`src/dhbdc_pkg.sv`:
```
// Package for the dual H-bridge drive control block.
// Assumes a single 50 MHz system clock; all times become cycle counts here.
package dhbdc_pkg;
  localparam int CLK_HZ = 50_000_000;
  localparam int CLK_NS = 20;
  localparam int REG_FREQ_KHZ = 50;
  localparam int REG_PERIOD_CYC = CLK_HZ / (REG_FREQ_KHZ * 1000);
  localparam int BLANK_NS = 3750;
  localparam int BLANK_CYC = (BLANK_NS + CLK_NS - 1) / CLK_NS;
  localparam int DEAD_NS = 450;
  localparam int DEAD_CYC = (DEAD_NS + CLK_NS - 1) / CLK_NS;
  localparam int DEGLITCH_NS = 2250;
  localparam int DEGLITCH_CYC = (DEGLITCH_NS + CLK_NS - 1) / CLK_NS;
  localparam int RETRY_US = 1350;
  localparam int RETRY_CYC = RETRY_US * 1000 / CLK_NS;
  localparam int WAKE_US = 1000;
  localparam int WAKE_CYC = WAKE_US * 1000 / CLK_NS;
  localparam int CNT_W = 17;

  // Switch gates of one half-bridge
  typedef struct packed {
    logic high_on;
    logic low_on;
  } dhbdc_half_t;

  // Gate drive for one bridge
  typedef struct packed {
    dhbdc_half_t one;
    dhbdc_half_t two;
  } dhbdc_gates_t;

  // Decoded target level of one half-bridge
  typedef enum logic [1:0] {
    DHBDC_OFF,
    DHBDC_HIGH,
    DHBDC_LOW
  } dhbdc_level_t;
endpackage

```
`src/dhbdc_channel.sv`:
```
// One bridge channel: decode, chopping, dead time, overcurrent retry.
// Assumes inputs already synchronised to clk_sys; run_en low forces off.
`timescale 1ns/1ns
module dhbdc_channel
  import dhbdc_pkg::*;
#(
  parameter int RETRY_CYCLES = RETRY_CYC
) (
  input wire logic clk_sys,
  input wire logic rst_b,
  input wire logic run_en,
  input wire logic cycle_start,
  input wire logic bridge_input_one,
  input wire logic bridge_input_two,
  input wire logic sense_trip,
  input wire logic overcurrent_guard,
  output dhbdc_gates_t gates,
  output logic oc_off
);
  if (RETRY_CYCLES < 1 || RETRY_CYCLES >= (1 << CNT_W)) begin : g_bad_retry
    $error("RETRY_CYCLES out of range");
  end
  if (BLANK_CYC > 255 || DEGLITCH_CYC < 1 || DEGLITCH_CYC > 255 || DEAD_CYC < 1
      || DEAD_CYC > 31) begin : g_bad_timing
    $error("Timing count too wide for its counter");
  end

  logic chop_reg;
  logic [7:0] blank_reg;
  logic [7:0] deg_reg;
  logic [CNT_W-1:0] retry_reg;
  logic oc_reg;
  logic drive_prev_reg;
  dhbdc_level_t want_one, want_two, lvl_one_reg, lvl_two_reg;
  logic [4:0] dead_one_reg, dead_two_reg;

  logic driving;
  assign driving = bridge_input_one ^ bridge_input_two;
  // Gates really in a drive state; blanking starts here, not at the pin change
  logic drive_on;
  assign drive_on = (lvl_one_reg == DHBDC_HIGH && lvl_two_reg == DHBDC_LOW)
      || (lvl_one_reg == DHBDC_LOW && lvl_two_reg == DHBDC_HIGH);

  // Target levels from the input pair
  always_comb begin
    want_one = DHBDC_OFF;
    want_two = DHBDC_OFF;
    if (!run_en || oc_reg) begin
      want_one = DHBDC_OFF;
      want_two = DHBDC_OFF;
    end else if (chop_reg && driving) begin
      want_one = DHBDC_LOW;
      want_two = DHBDC_LOW;
    end else begin
      case ({bridge_input_one, bridge_input_two})
        2'b01: begin want_one = DHBDC_LOW; want_two = DHBDC_HIGH; end
        2'b10: begin want_one = DHBDC_HIGH; want_two = DHBDC_LOW; end
        2'b11: begin want_one = DHBDC_LOW; want_two = DHBDC_LOW; end
        default: begin want_one = DHBDC_OFF; want_two = DHBDC_OFF; end
      endcase
    end
  end

  // Chopping: trip after blanking, released at next regulation cycle
  always_ff @(posedge clk_sys) begin
    if (!rst_b || !run_en) begin
      drive_prev_reg <= 1'b0;
      blank_reg <= 8'h00;
      chop_reg <= 1'b0;
    end else begin
      drive_prev_reg <= drive_on;
      if (cycle_start) begin
        chop_reg <= 1'b0;
        blank_reg <= BLANK_CYC[7:0];
      end else if (drive_on && !drive_prev_reg) begin
        blank_reg <= BLANK_CYC[7:0];
      end else if (blank_reg != 8'h00) begin
        blank_reg <= blank_reg - 8'h01;
      end else if (drive_on && sense_trip) begin
        chop_reg <= 1'b1;
      end
    end
  end

  // Overcurrent deglitch and retry
  always_ff @(posedge clk_sys) begin
    if (!rst_b || !run_en) begin
      deg_reg <= 8'h00;
      retry_reg <= '0;
      oc_reg <= 1'b0;
    end else if (oc_reg) begin
      deg_reg <= 8'h00;
      if (retry_reg == CNT_W'(1)) begin
        oc_reg <= 1'b0;
      end
      retry_reg <= retry_reg - CNT_W'(1);
    end else if (overcurrent_guard) begin
      if (deg_reg == DEGLITCH_CYC[7:0] - 8'h01) begin
        oc_reg <= 1'b1;
        retry_reg <= CNT_W'(RETRY_CYCLES);
      end
      deg_reg <= deg_reg + 8'h01;
    end else begin
      deg_reg <= 8'h00;
    end
  end

  // Dead time: a half-bridge goes off before turning on the other switch
  always_ff @(posedge clk_sys) begin
    if (!rst_b) begin
      lvl_one_reg <= DHBDC_OFF;
      lvl_two_reg <= DHBDC_OFF;
      dead_one_reg <= 5'h00;
      dead_two_reg <= 5'h00;
    end else begin
      if (want_one == lvl_one_reg) begin
        dead_one_reg <= 5'h00;
      end else if (want_one == DHBDC_OFF || lvl_one_reg == DHBDC_OFF) begin
        if (lvl_one_reg != DHBDC_OFF || dead_one_reg == DEAD_CYC[4:0] - 5'h01
            || want_one == DHBDC_OFF) begin
          lvl_one_reg <= want_one;
          dead_one_reg <= 5'h00;
        end else begin
          dead_one_reg <= dead_one_reg + 5'h01;
        end
      end else begin
        lvl_one_reg <= DHBDC_OFF;
        dead_one_reg <= 5'h00;
      end
      if (want_two == lvl_two_reg) begin
        dead_two_reg <= 5'h00;
      end else if (want_two == DHBDC_OFF || lvl_two_reg == DHBDC_OFF) begin
        if (lvl_two_reg != DHBDC_OFF || dead_two_reg == DEAD_CYC[4:0] - 5'h01
            || want_two == DHBDC_OFF) begin
          lvl_two_reg <= want_two;
          dead_two_reg <= 5'h00;
        end else begin
          dead_two_reg <= dead_two_reg + 5'h01;
        end
      end else begin
        lvl_two_reg <= DHBDC_OFF;
        dead_two_reg <= 5'h00;
      end
    end
  end

  always_comb begin
    gates.one.high_on = (lvl_one_reg == DHBDC_HIGH);
    gates.one.low_on = (lvl_one_reg == DHBDC_LOW);
    gates.two.high_on = (lvl_two_reg == DHBDC_HIGH);
    gates.two.low_on = (lvl_two_reg == DHBDC_LOW);
  end
  assign oc_off = oc_reg;

  no_shoot_a: assert property (@(posedge clk_sys) disable iff (!rst_b)
    !(gates.one.high_on && gates.one.low_on))
    else $error("Half-bridge shoot-through");
  dead_gap_a: assert property (@(posedge clk_sys) disable iff (!rst_b)
    $fell(gates.one.low_on) |-> !gates.one.high_on [*8])
    else $error("Dead time too short");
  oc_off_a: assert property (@(posedge clk_sys) disable iff (!rst_b)
    oc_reg |=> (gates == '0) || $fell(oc_reg))
    else $error("Bridge drives during overcurrent");
  chop_hold_a: assert property (@(posedge clk_sys) disable iff (!rst_b)
    chop_reg && !cycle_start && run_en |=> chop_reg)
    else $error("Chop released early");
  blank_a: assert property (@(posedge clk_sys) disable iff (!rst_b)
    $rose(chop_reg) |-> $past(blank_reg) == 8'h00)
    else $error("Trip during blanking");
  chop_cv: cover property (@(posedge clk_sys) disable iff (!rst_b) $rose(chop_reg));
  oc_cv: cover property (@(posedge clk_sys) disable iff (!rst_b) $fell(oc_reg));
endmodule

```
`src/dhbdc_top.sv`:
```
// Dual H-bridge drive control: two channels, regulation timer, sleep, faults.
// Assumes all pins asynchronous to clk_sys; gates drive external power FETs.
`timescale 1ns/1ns
module dhbdc_top
  import dhbdc_pkg::*;
#(
  parameter int RETRY_CYCLES = RETRY_CYC,
  parameter int WAKE_CYCLES = WAKE_CYC
) (
  input wire logic clk_sys,
  input wire logic rst_b,
  input wire logic sleep_input_low,
  input wire logic chan_a_input_one,
  input wire logic chan_a_input_two,
  input wire logic chan_b_input_one,
  input wire logic chan_b_input_two,
  input wire logic chan_a_sense_trip,
  input wire logic chan_b_sense_trip,
  input wire logic chan_a_overcurrent_guard,
  input wire logic chan_b_overcurrent_guard,
  input wire logic thermal_shutdown,
  input wire logic supply_low_lockout,
  output dhbdc_gates_t chan_a_gates,
  output dhbdc_gates_t chan_b_gates,
  output logic fault_output_low_o,
  output logic fault_output_low_oe
);
  if (WAKE_CYCLES < 1 || WAKE_CYCLES >= (1 << CNT_W) || REG_PERIOD_CYC < 2
      || REG_PERIOD_CYC > 1024) begin : g_bad_timing
    $error("Timing parameter out of range");
  end

  // Two-flop synchronisers for every pin
  localparam int NSYNC = 11;
  logic [NSYNC-1:0] pins, sync1_reg, sync2_reg;
  assign pins = {sleep_input_low, chan_a_input_one, chan_a_input_two,
                 chan_b_input_one, chan_b_input_two, chan_a_sense_trip,
                 chan_b_sense_trip, chan_a_overcurrent_guard,
                 chan_b_overcurrent_guard, thermal_shutdown, supply_low_lockout};
  always_ff @(posedge clk_sys) begin
    if (!rst_b) begin
      sync1_reg <= '0;
      sync2_reg <= '0;
    end else begin
      sync1_reg <= pins;
      sync2_reg <= sync1_reg;
    end
  end
  logic awake, a1, a2, b1, b2, a_trip, b_trip, a_oc, b_oc, hot, uv;
  assign {awake, a1, a2, b1, b2, a_trip, b_trip, a_oc, b_oc, hot, uv} = sync2_reg;

  // Wake timer; sleep holds everything in reset
  logic [CNT_W-1:0] wake_reg;
  logic ready_reg;
  always_ff @(posedge clk_sys) begin
    if (!rst_b || !awake) begin
      wake_reg <= '0;
      ready_reg <= 1'b0;
    end else if (!ready_reg) begin
      wake_reg <= wake_reg + CNT_W'(1);
      if (wake_reg == CNT_W'(WAKE_CYCLES - 1)) begin
        ready_reg <= 1'b1;
      end
    end
  end

  logic shutdown;
  assign shutdown = hot || uv;
  logic run_en;
  assign run_en = ready_reg && !shutdown;

  // Regulation cycle timer
  logic [9:0] period_reg;
  logic cycle_start;
  always_ff @(posedge clk_sys) begin
    if (!rst_b || !run_en) begin
      period_reg <= 10'h000;
    end else if (period_reg == 10'(REG_PERIOD_CYC - 1)) begin
      period_reg <= 10'h000;
    end else begin
      period_reg <= period_reg + 10'h001;
    end
  end
  assign cycle_start = run_en && (period_reg == 10'h000);

  logic a_off, b_off;
  // Each channel sees only its own pins
  dhbdc_channel #(.RETRY_CYCLES(RETRY_CYCLES)) u_chan_a (
    .clk_sys(clk_sys),
    .rst_b(rst_b),
    .run_en(run_en),
    .cycle_start(cycle_start),
    .bridge_input_one(a1),
    .bridge_input_two(a2),
    .sense_trip(a_trip),
    .overcurrent_guard(a_oc),
    .gates(chan_a_gates),
    .oc_off(a_off)
  );
  dhbdc_channel #(.RETRY_CYCLES(RETRY_CYCLES)) u_chan_b (
    .clk_sys(clk_sys),
    .rst_b(rst_b),
    .run_en(run_en),
    .cycle_start(cycle_start),
    .bridge_input_one(b1),
    .bridge_input_two(b2),
    .sense_trip(b_trip),
    .overcurrent_guard(b_oc),
    .gates(chan_b_gates),
    .oc_off(b_off)
  );

  // Fault pin from a flop; only ever pulls low
  logic fault_reg;
  always_ff @(posedge clk_sys) begin
    if (!rst_b) begin
      fault_reg <= 1'b0;
    end else begin
      fault_reg <= a_off || b_off || (awake && shutdown);
    end
  end
  assign fault_output_low_o = 1'b0;
  assign fault_output_low_oe = fault_reg;

  sleep_off_a: assert property (@(posedge clk_sys) disable iff (!rst_b)
    !awake |=> ##1 chan_a_gates == '0 && chan_b_gates == '0)
    else $error("Bridge active in sleep");
  wake_time_a: assert property (@(posedge clk_sys) disable iff (!rst_b)
    $rose(ready_reg) |-> $past(wake_reg) == CNT_W'(WAKE_CYCLES - 1))
    else $error("Wake time wrong");
  fault_pin_a: assert property (@(posedge clk_sys) disable iff (!rst_b)
    (a_off || b_off) |=> fault_output_low_oe)
    else $error("Fault pin not pulled");
  shut_off_a: assert property (@(posedge clk_sys) disable iff (!rst_b)
    shutdown |=> ##1 chan_a_gates == '0)
    else $error("Bridge on during shutdown");
  cycle_gap_a: assert property (@(posedge clk_sys) disable iff (!rst_b)
    cycle_start && run_en ##1 run_en [*7] |-> !cycle_start)
    else $error("Regulation cycle too short");
  wake_cv: cover property (@(posedge clk_sys) disable iff (!rst_b) $rose(ready_reg));
  fault_cv: cover property (@(posedge clk_sys) disable iff (!rst_b) $rose(fault_reg));
endmodule

```
`config.mk`:
```
export PLATFORM = sky130hd
export DESIGN_NAME = dhbdc_top
export DESIGN_NICKNAME = d
export VERILOG_FILES = /design/src/dhbdc_pkg.sv /design/src/dhbdc_channel.sv /design/src/dhbdc_top.sv
export SDC_FILE = /design/constraint.sdc
export NUM_CORES = 1
export LEC_CHECK = 0
export BUFFER_PORTS_ARGS = -buffer_cell sky130_fd_sc_hd__buf_4
export CAP_MARGIN = 20
export CELL_PAD_IN_SITES_DETAIL_PLACEMENT = 1
export CELL_PAD_IN_SITES_GLOBAL_PLACEMENT = 1
export CORE_MARGIN = 2
export CORE_UTILIZATION = 40
export CTS_CLUSTER_SIZE = 8
export DETAILED_ROUTE_END_ITERATION = 6
export HOLD_SLACK_MARGIN = 0.08
export PLACE_DENSITY_LB_ADDON = 0.05
export SYNTH_ARGS = -nofsm -noshare
export SYNTH_HDL_FRONTEND = slang
export SYNTH_SLANG_ARGS = --single-unit
```
`constraint.sdc`:
```
create_clock -name clk_sys -period 2.1 [get_ports clk_sys]
set_input_delay 0.105 -clock clk_sys [delete_from_list [all_inputs] [get_ports clk_sys]]
set_output_delay 0.105 -clock clk_sys [all_outputs]
set_load 0.005 [all_outputs]
```
Yosys cells after proc, flatten, opt, wreduce, memory -nomap -nowiden
Cells that the tools add are included.

operators by class
  add/subtract/negate cells = 12
  equality and inequality tests = 32
  multiplexer cells = 42
  bitwise gates (word level) = 17
  reductions and logical operators = 83

operators by type and width
  cell                                                                     count
  17-bit 2-to-1 mux                                                        6
  8-bit 2-to-1 mux                                                         6
  17-bit by 1-bit equality test with 1-bit output, second input constant   2
  17-bit by 1-bit subtractor with 17-bit output, second input constant     2
  2-bit 2-to-1 mux                                                         16
  1-bit logical OR                                                         21
  5-bit by 1-bit adder with 5-bit output, second input constant            4
  5-bit equality test, second input constant                               4
  17-bit by 1-bit adder with 17-bit output, second input constant          1
  17-bit by 16-bit equality test with 1-bit output, second input constant  1
  8-bit by 1-bit adder with 8-bit output, second input constant            2
  2-bit equality test, second input constant                               8
  8-bit by 7-bit equality test with 1-bit output, second input constant    2
  2-bit logical NOT                                                        8
  2-bit one-hot mux with 2 select lines                                    4
  2-bit nonzero test                                                       8
  8-bit nonzero test                                                       2
  4-bit OR reduction                                                       4
  8-bit by 1-bit subtractor with 8-bit output, second input constant       2
  1-bit NOT                                                                15
  1-bit logical AND                                                        13
  2-bit by 1-bit equality test with 1-bit output, second input constant    6
  2-bit AND reduction                                                      6
  2-bit OR reduction                                                       6
  other kinds (11)                                                         37

storage, ports and cells
  flip-flop bits (word level) = 151

Logic depth before layout (Yosys ltp)
  depth in word-level cells = 10
  depth in mapped cells = 7
  mapped depth without buffers = 6

By module
A second synthesis with hierarchy kept.

second synthesis, totals
  cells, all modules = 756
  area total of the unflattened synthesis = 6,996.7 um2

modules (own cells, without submodules)
  module         times used  cells each  area an instance (um2)
  dhbdc_channel  2           278         2,488.6
  dhbdc_top      1           200         2,019.4

Worst setup path after synthesis
No wires, ideal clock.

  path kind = reg-to-reg
  start = register wake_reg[0]
  end = register wake_reg[16]
  setup time = 0.072 ns
  data arrival time = 1.787 ns
  required time = 2.028 ns
  path slack = 0.242 ns
  cell stages (with the launch flop) = 7
  path buffers = 1
  clock period less this slack = 1.858 ns
  cell sequence = dfxtp_1 > ha_1 > nand2b_4 > or4_1 > buf_2 > or4_1 > a21oi_1

between the ends
  cells in the longest elaborated chain, start to end = 1

ends and longest elaborated chain
  element                                   line             RTL
  start, declared                           dhbdc_top.sv:53  logic [CNT_W-1:0] wake_reg;
  start signal, assigned                    dhbdc_top.sv:60  wake_reg <= wake_reg + CNT_W'(1);
  17-bit by 1-bit adder with 17-bit output  dhbdc_top.sv:60

Every way passes these cells.
A chain may end at the register's enable or synchronous reset.

Worst setup path in the final report
Same ends and word-level chain as after synthesis.

==> impl_results.md <==
- Status: finished clean
- Max_slew headroom: 57.8%
- Die area: between 15,000 and 20,000 um^2
- H-Tree Depth: 4
- Core area: ~17,000 um^2
- Synthesized Nets: 787
- Avg WL per Cell: ~15 um
- Cells after DPL: 983
- Avg Inst Size Synth: roughly 9.0 um^2
- CP Max Fanout: 7
- WP data arrival: 2.32 ns
- Worst vdd ir: 580 uV
- Fin nets: between 800 and 900
- Worst-Margin Slew: between 0.6 and 0.7 ns
- Mux share of post-synthesis cell area: around 1.8%
- Largest family of logic cells by synthesized area: simple AND/OR/NAND/NOR gates
- Area share of fa/ha/maj cells after synthesis: between 5 and 6%
- Layout cells sized above 1: ~11%
- Pwr/cell area: roughly 740 nW/um^2
- Max Fclk: between 500 and 600 MHz
- Vias: roughly 5,400
- RD Place Congestion: 0.739
- Yosys reg bits: ~150
- Synth Area in Compound Gates: 10.8%
- Starting Density: between 40% and 50%
- Num rows: 47
- Post-route ant nets: 0
- Port bufs: 21
- CTS tree: yes
- Layout Utilization: between 40 and 50%
- Largest net degree at the start of global routing: 49
- Area growth syn-to-layout: 17.6%
- Final period util: 94.1%
- Final Hold Fails: 0
- RSZ-0062 raised after global routing: no
- Count of final max-slew check failures: 0
- Total Power: 0.00587 W
- Period minus WS final: just under 2 ns
- Remaining DRCs: 0
- 1st-iter DRT viols: approximately 160
- Die height: 134 um
- CTS Sinks: ~150
- First-pass GRT wire length: about 26 mm
- Crit Path Category: flop to flop
- Leak: about 2.8 nW
- DR pass1 iterations: 4
- CTS Buffer Depth: 2
- TritonCTS buffer count: 17
- Critical Path Start Type: flop
- Library cells used by synthesis: slightly below 60
- Antenna fix cells: 0
- Area of the mapped netlist: 6720 um^2
- Worst Path Required: ~2.5 ns
- Clk_skew: 0.00832 ns
- Final setup fails: 0
- Clk_lat worst skew: 0.43 ns
- MaxCap Viol Count: 0
- Worst-path clk slew: approximately 0.060 ns
- Final wirelength: 15.1 mm
- Total Routing Usage GR: ~18%
- Sum Neg Setup Slack: 0 ns
- Cell Area, Placed: between 7000 and 8000 um^2
- XOR/XNOR Fraction of Synth Area: under 10%
- Cells after Synth: ~740
- Class of the worst hold path: input pin to flop
- Drt via density: approximately 5.2
- Sequential area share after synthesis: between 40 and 50%
- IO Count: 23
- Hpwl dp: 10.8 mm
- Post-synth EDFFs: 0
- Overflow after GRT: 0
- Root buffer cell: clkbuf_16
- Initial antenna violation count: 0
- Ys async rst share: 0%
- Fin cells: around 1,000
- Simple-gate share of the synthesized area: a little over a quarter
- Ys Warns: 0
- Vias in the first global route: 5,582
- Post-synth top flop: dfxtp_1
- Worst Setup End Kind: flop
- Chip Width: about 130 um
- Final instance area: slightly below 8000 um^2
## cells by family (layout without fill, tap and decap cells)
logic type,Yosys count,in the layout
mux,12,12
flops,151,151
compound gates,110,110
other cells,1,1
fa+ha+maj,31,31
buf+inv,54,117
simple gates,332,332
xor+xnor,52,52
## layout make-up
| type | instances | area, um^2 |
|---|---|---|
| fillers | 1881 | 8630 |
| multi-input cells | 538 | 3500 |
| flip-flops and latches | 151 | 3020 |
| clock buffers | 19 | 453 |
| repair buffers | 52 | 420 |
| well taps | 220 | 275 |
| inverters | 34 | 128 |
| clock inverters | 12 | 104 |
## layout by cell type, fill, tap and decap left out, types with 28 or more instances in the layout
| cell type | count |
|---|---|
| ha_1 | 31 |
| inv_1 | 34 |
| nor3_1 | 28 |
| nand2_1 | 44 |
| a21oi_1 | 40 |
| dfxtp_1 | 151 |
| buf_4 | 40 |
| nand3_1 | 31 |
| nor2_1 | 96 |
## cells in the mapped netlist, types with 3 or more instances
library cell / n / area, um^2
a311oi_1: 4 / 35.0
nor3_1: 28 / 140
and3_1: 7 / 43.8
clkbuf_1: 14 / 52.6
or3_1: 9 / 56.3
nor4_1: 9 / 56.3
inv_1: 34 / 128
nand4_1: 17 / 106
a31o_2: 3 / 26.3
and4_1: 4 / 35.0
o31ai_1: 8 / 60.1
nand3_1: 31 / 155
o311ai_0: 3 / 26.3
nor2_1: 96 / 360
a211oi_1: 16 / 120
or4_1: 6 / 45.0
o2111ai_1: 3 / 26.3
nand2b_1: 3 / 18.8
a31oi_1: 4 / 25.0
xor2_1: 25 / 219
a21oi_1: 40 / 200
dfxtp_1: 151 / 3020
nor3b_1: 5 / 37.5
and2_1: 27 / 169
nand2_1: 44 / 165
nor2b_1: 18 / 113
xnor2_1: 27 / 236
mux2i_1: 12 / 120
and4b_1: 4 / 40.0
o211ai_1: 5 / 37.5
nor4_2: 4 / 50.1
nand4b_1: 3 / 26.3
nor4b_1: 6 / 52.6
ha_1: 31 / 388
o21ai_0: 8 / 40.0
## metrics by stage
step	worst slack [ns]	hold slack, ns
detailed placement	0.130	0.318
floorplan	0.242	0.232
finish	0.123	0.428
CTS	0.118	0.410
global route	0.0228	0.431
global placement	0.159	0.311
## routing by layer
layer	vias up	track usage [%]	share of wire, %
li1	2715	-	-
met1	2617	22.9	48
met2	31	30.6	49
met3	12	4.22	1.9
met4	0	5.73	1.3
met5	-	0	0
## final timing paths
check	depth (start not counted)	end	from	slack (ns)
setup / recovery	5	wake_reg[16]	wake_reg[0]	0.12
hold / removal	3	sync1_reg[2]	chan_b_overcurrent_guard	0.43
setup reg to reg	5	wake_reg[16]	wake_reg[0]	0.12
hold reg to reg	1	sync2_reg[5]	sync1_reg[5]	0.43
## repair_timing
item / 4_1_cts / 5_1_grt
endpoints found under the hold margin: 12 / 0
hold buffers: 12 / 0
resized for setup: 0 / 3
buffers inserted: 0 / 0
setup endpoints to repair: 0 / 3
## worst max-delay path, stage by stage (launching register included)
cell      delay (ns)
dfxtp_1         0.37
ha_1            0.25
nand2b_4        0.07
or4_1           0.64
or4_1           0.43
a21oi_1         0.14
## report_power, final
group / internal (W) / leakage (nW) / total, W / switching [W]
Clock: 0.00168 / 0.259 / 0.00288 / 0.00121
Sequential: 0.00288 / 1.22 / 0.00289 / 0.00000992
Combinational: 0.0000490 / 1.32 / 0.0000871 / 0.0000381
Total: 0.00461 / 2.80 / 0.00587 / 0.00126
Power figures use the tool's default switching activity.
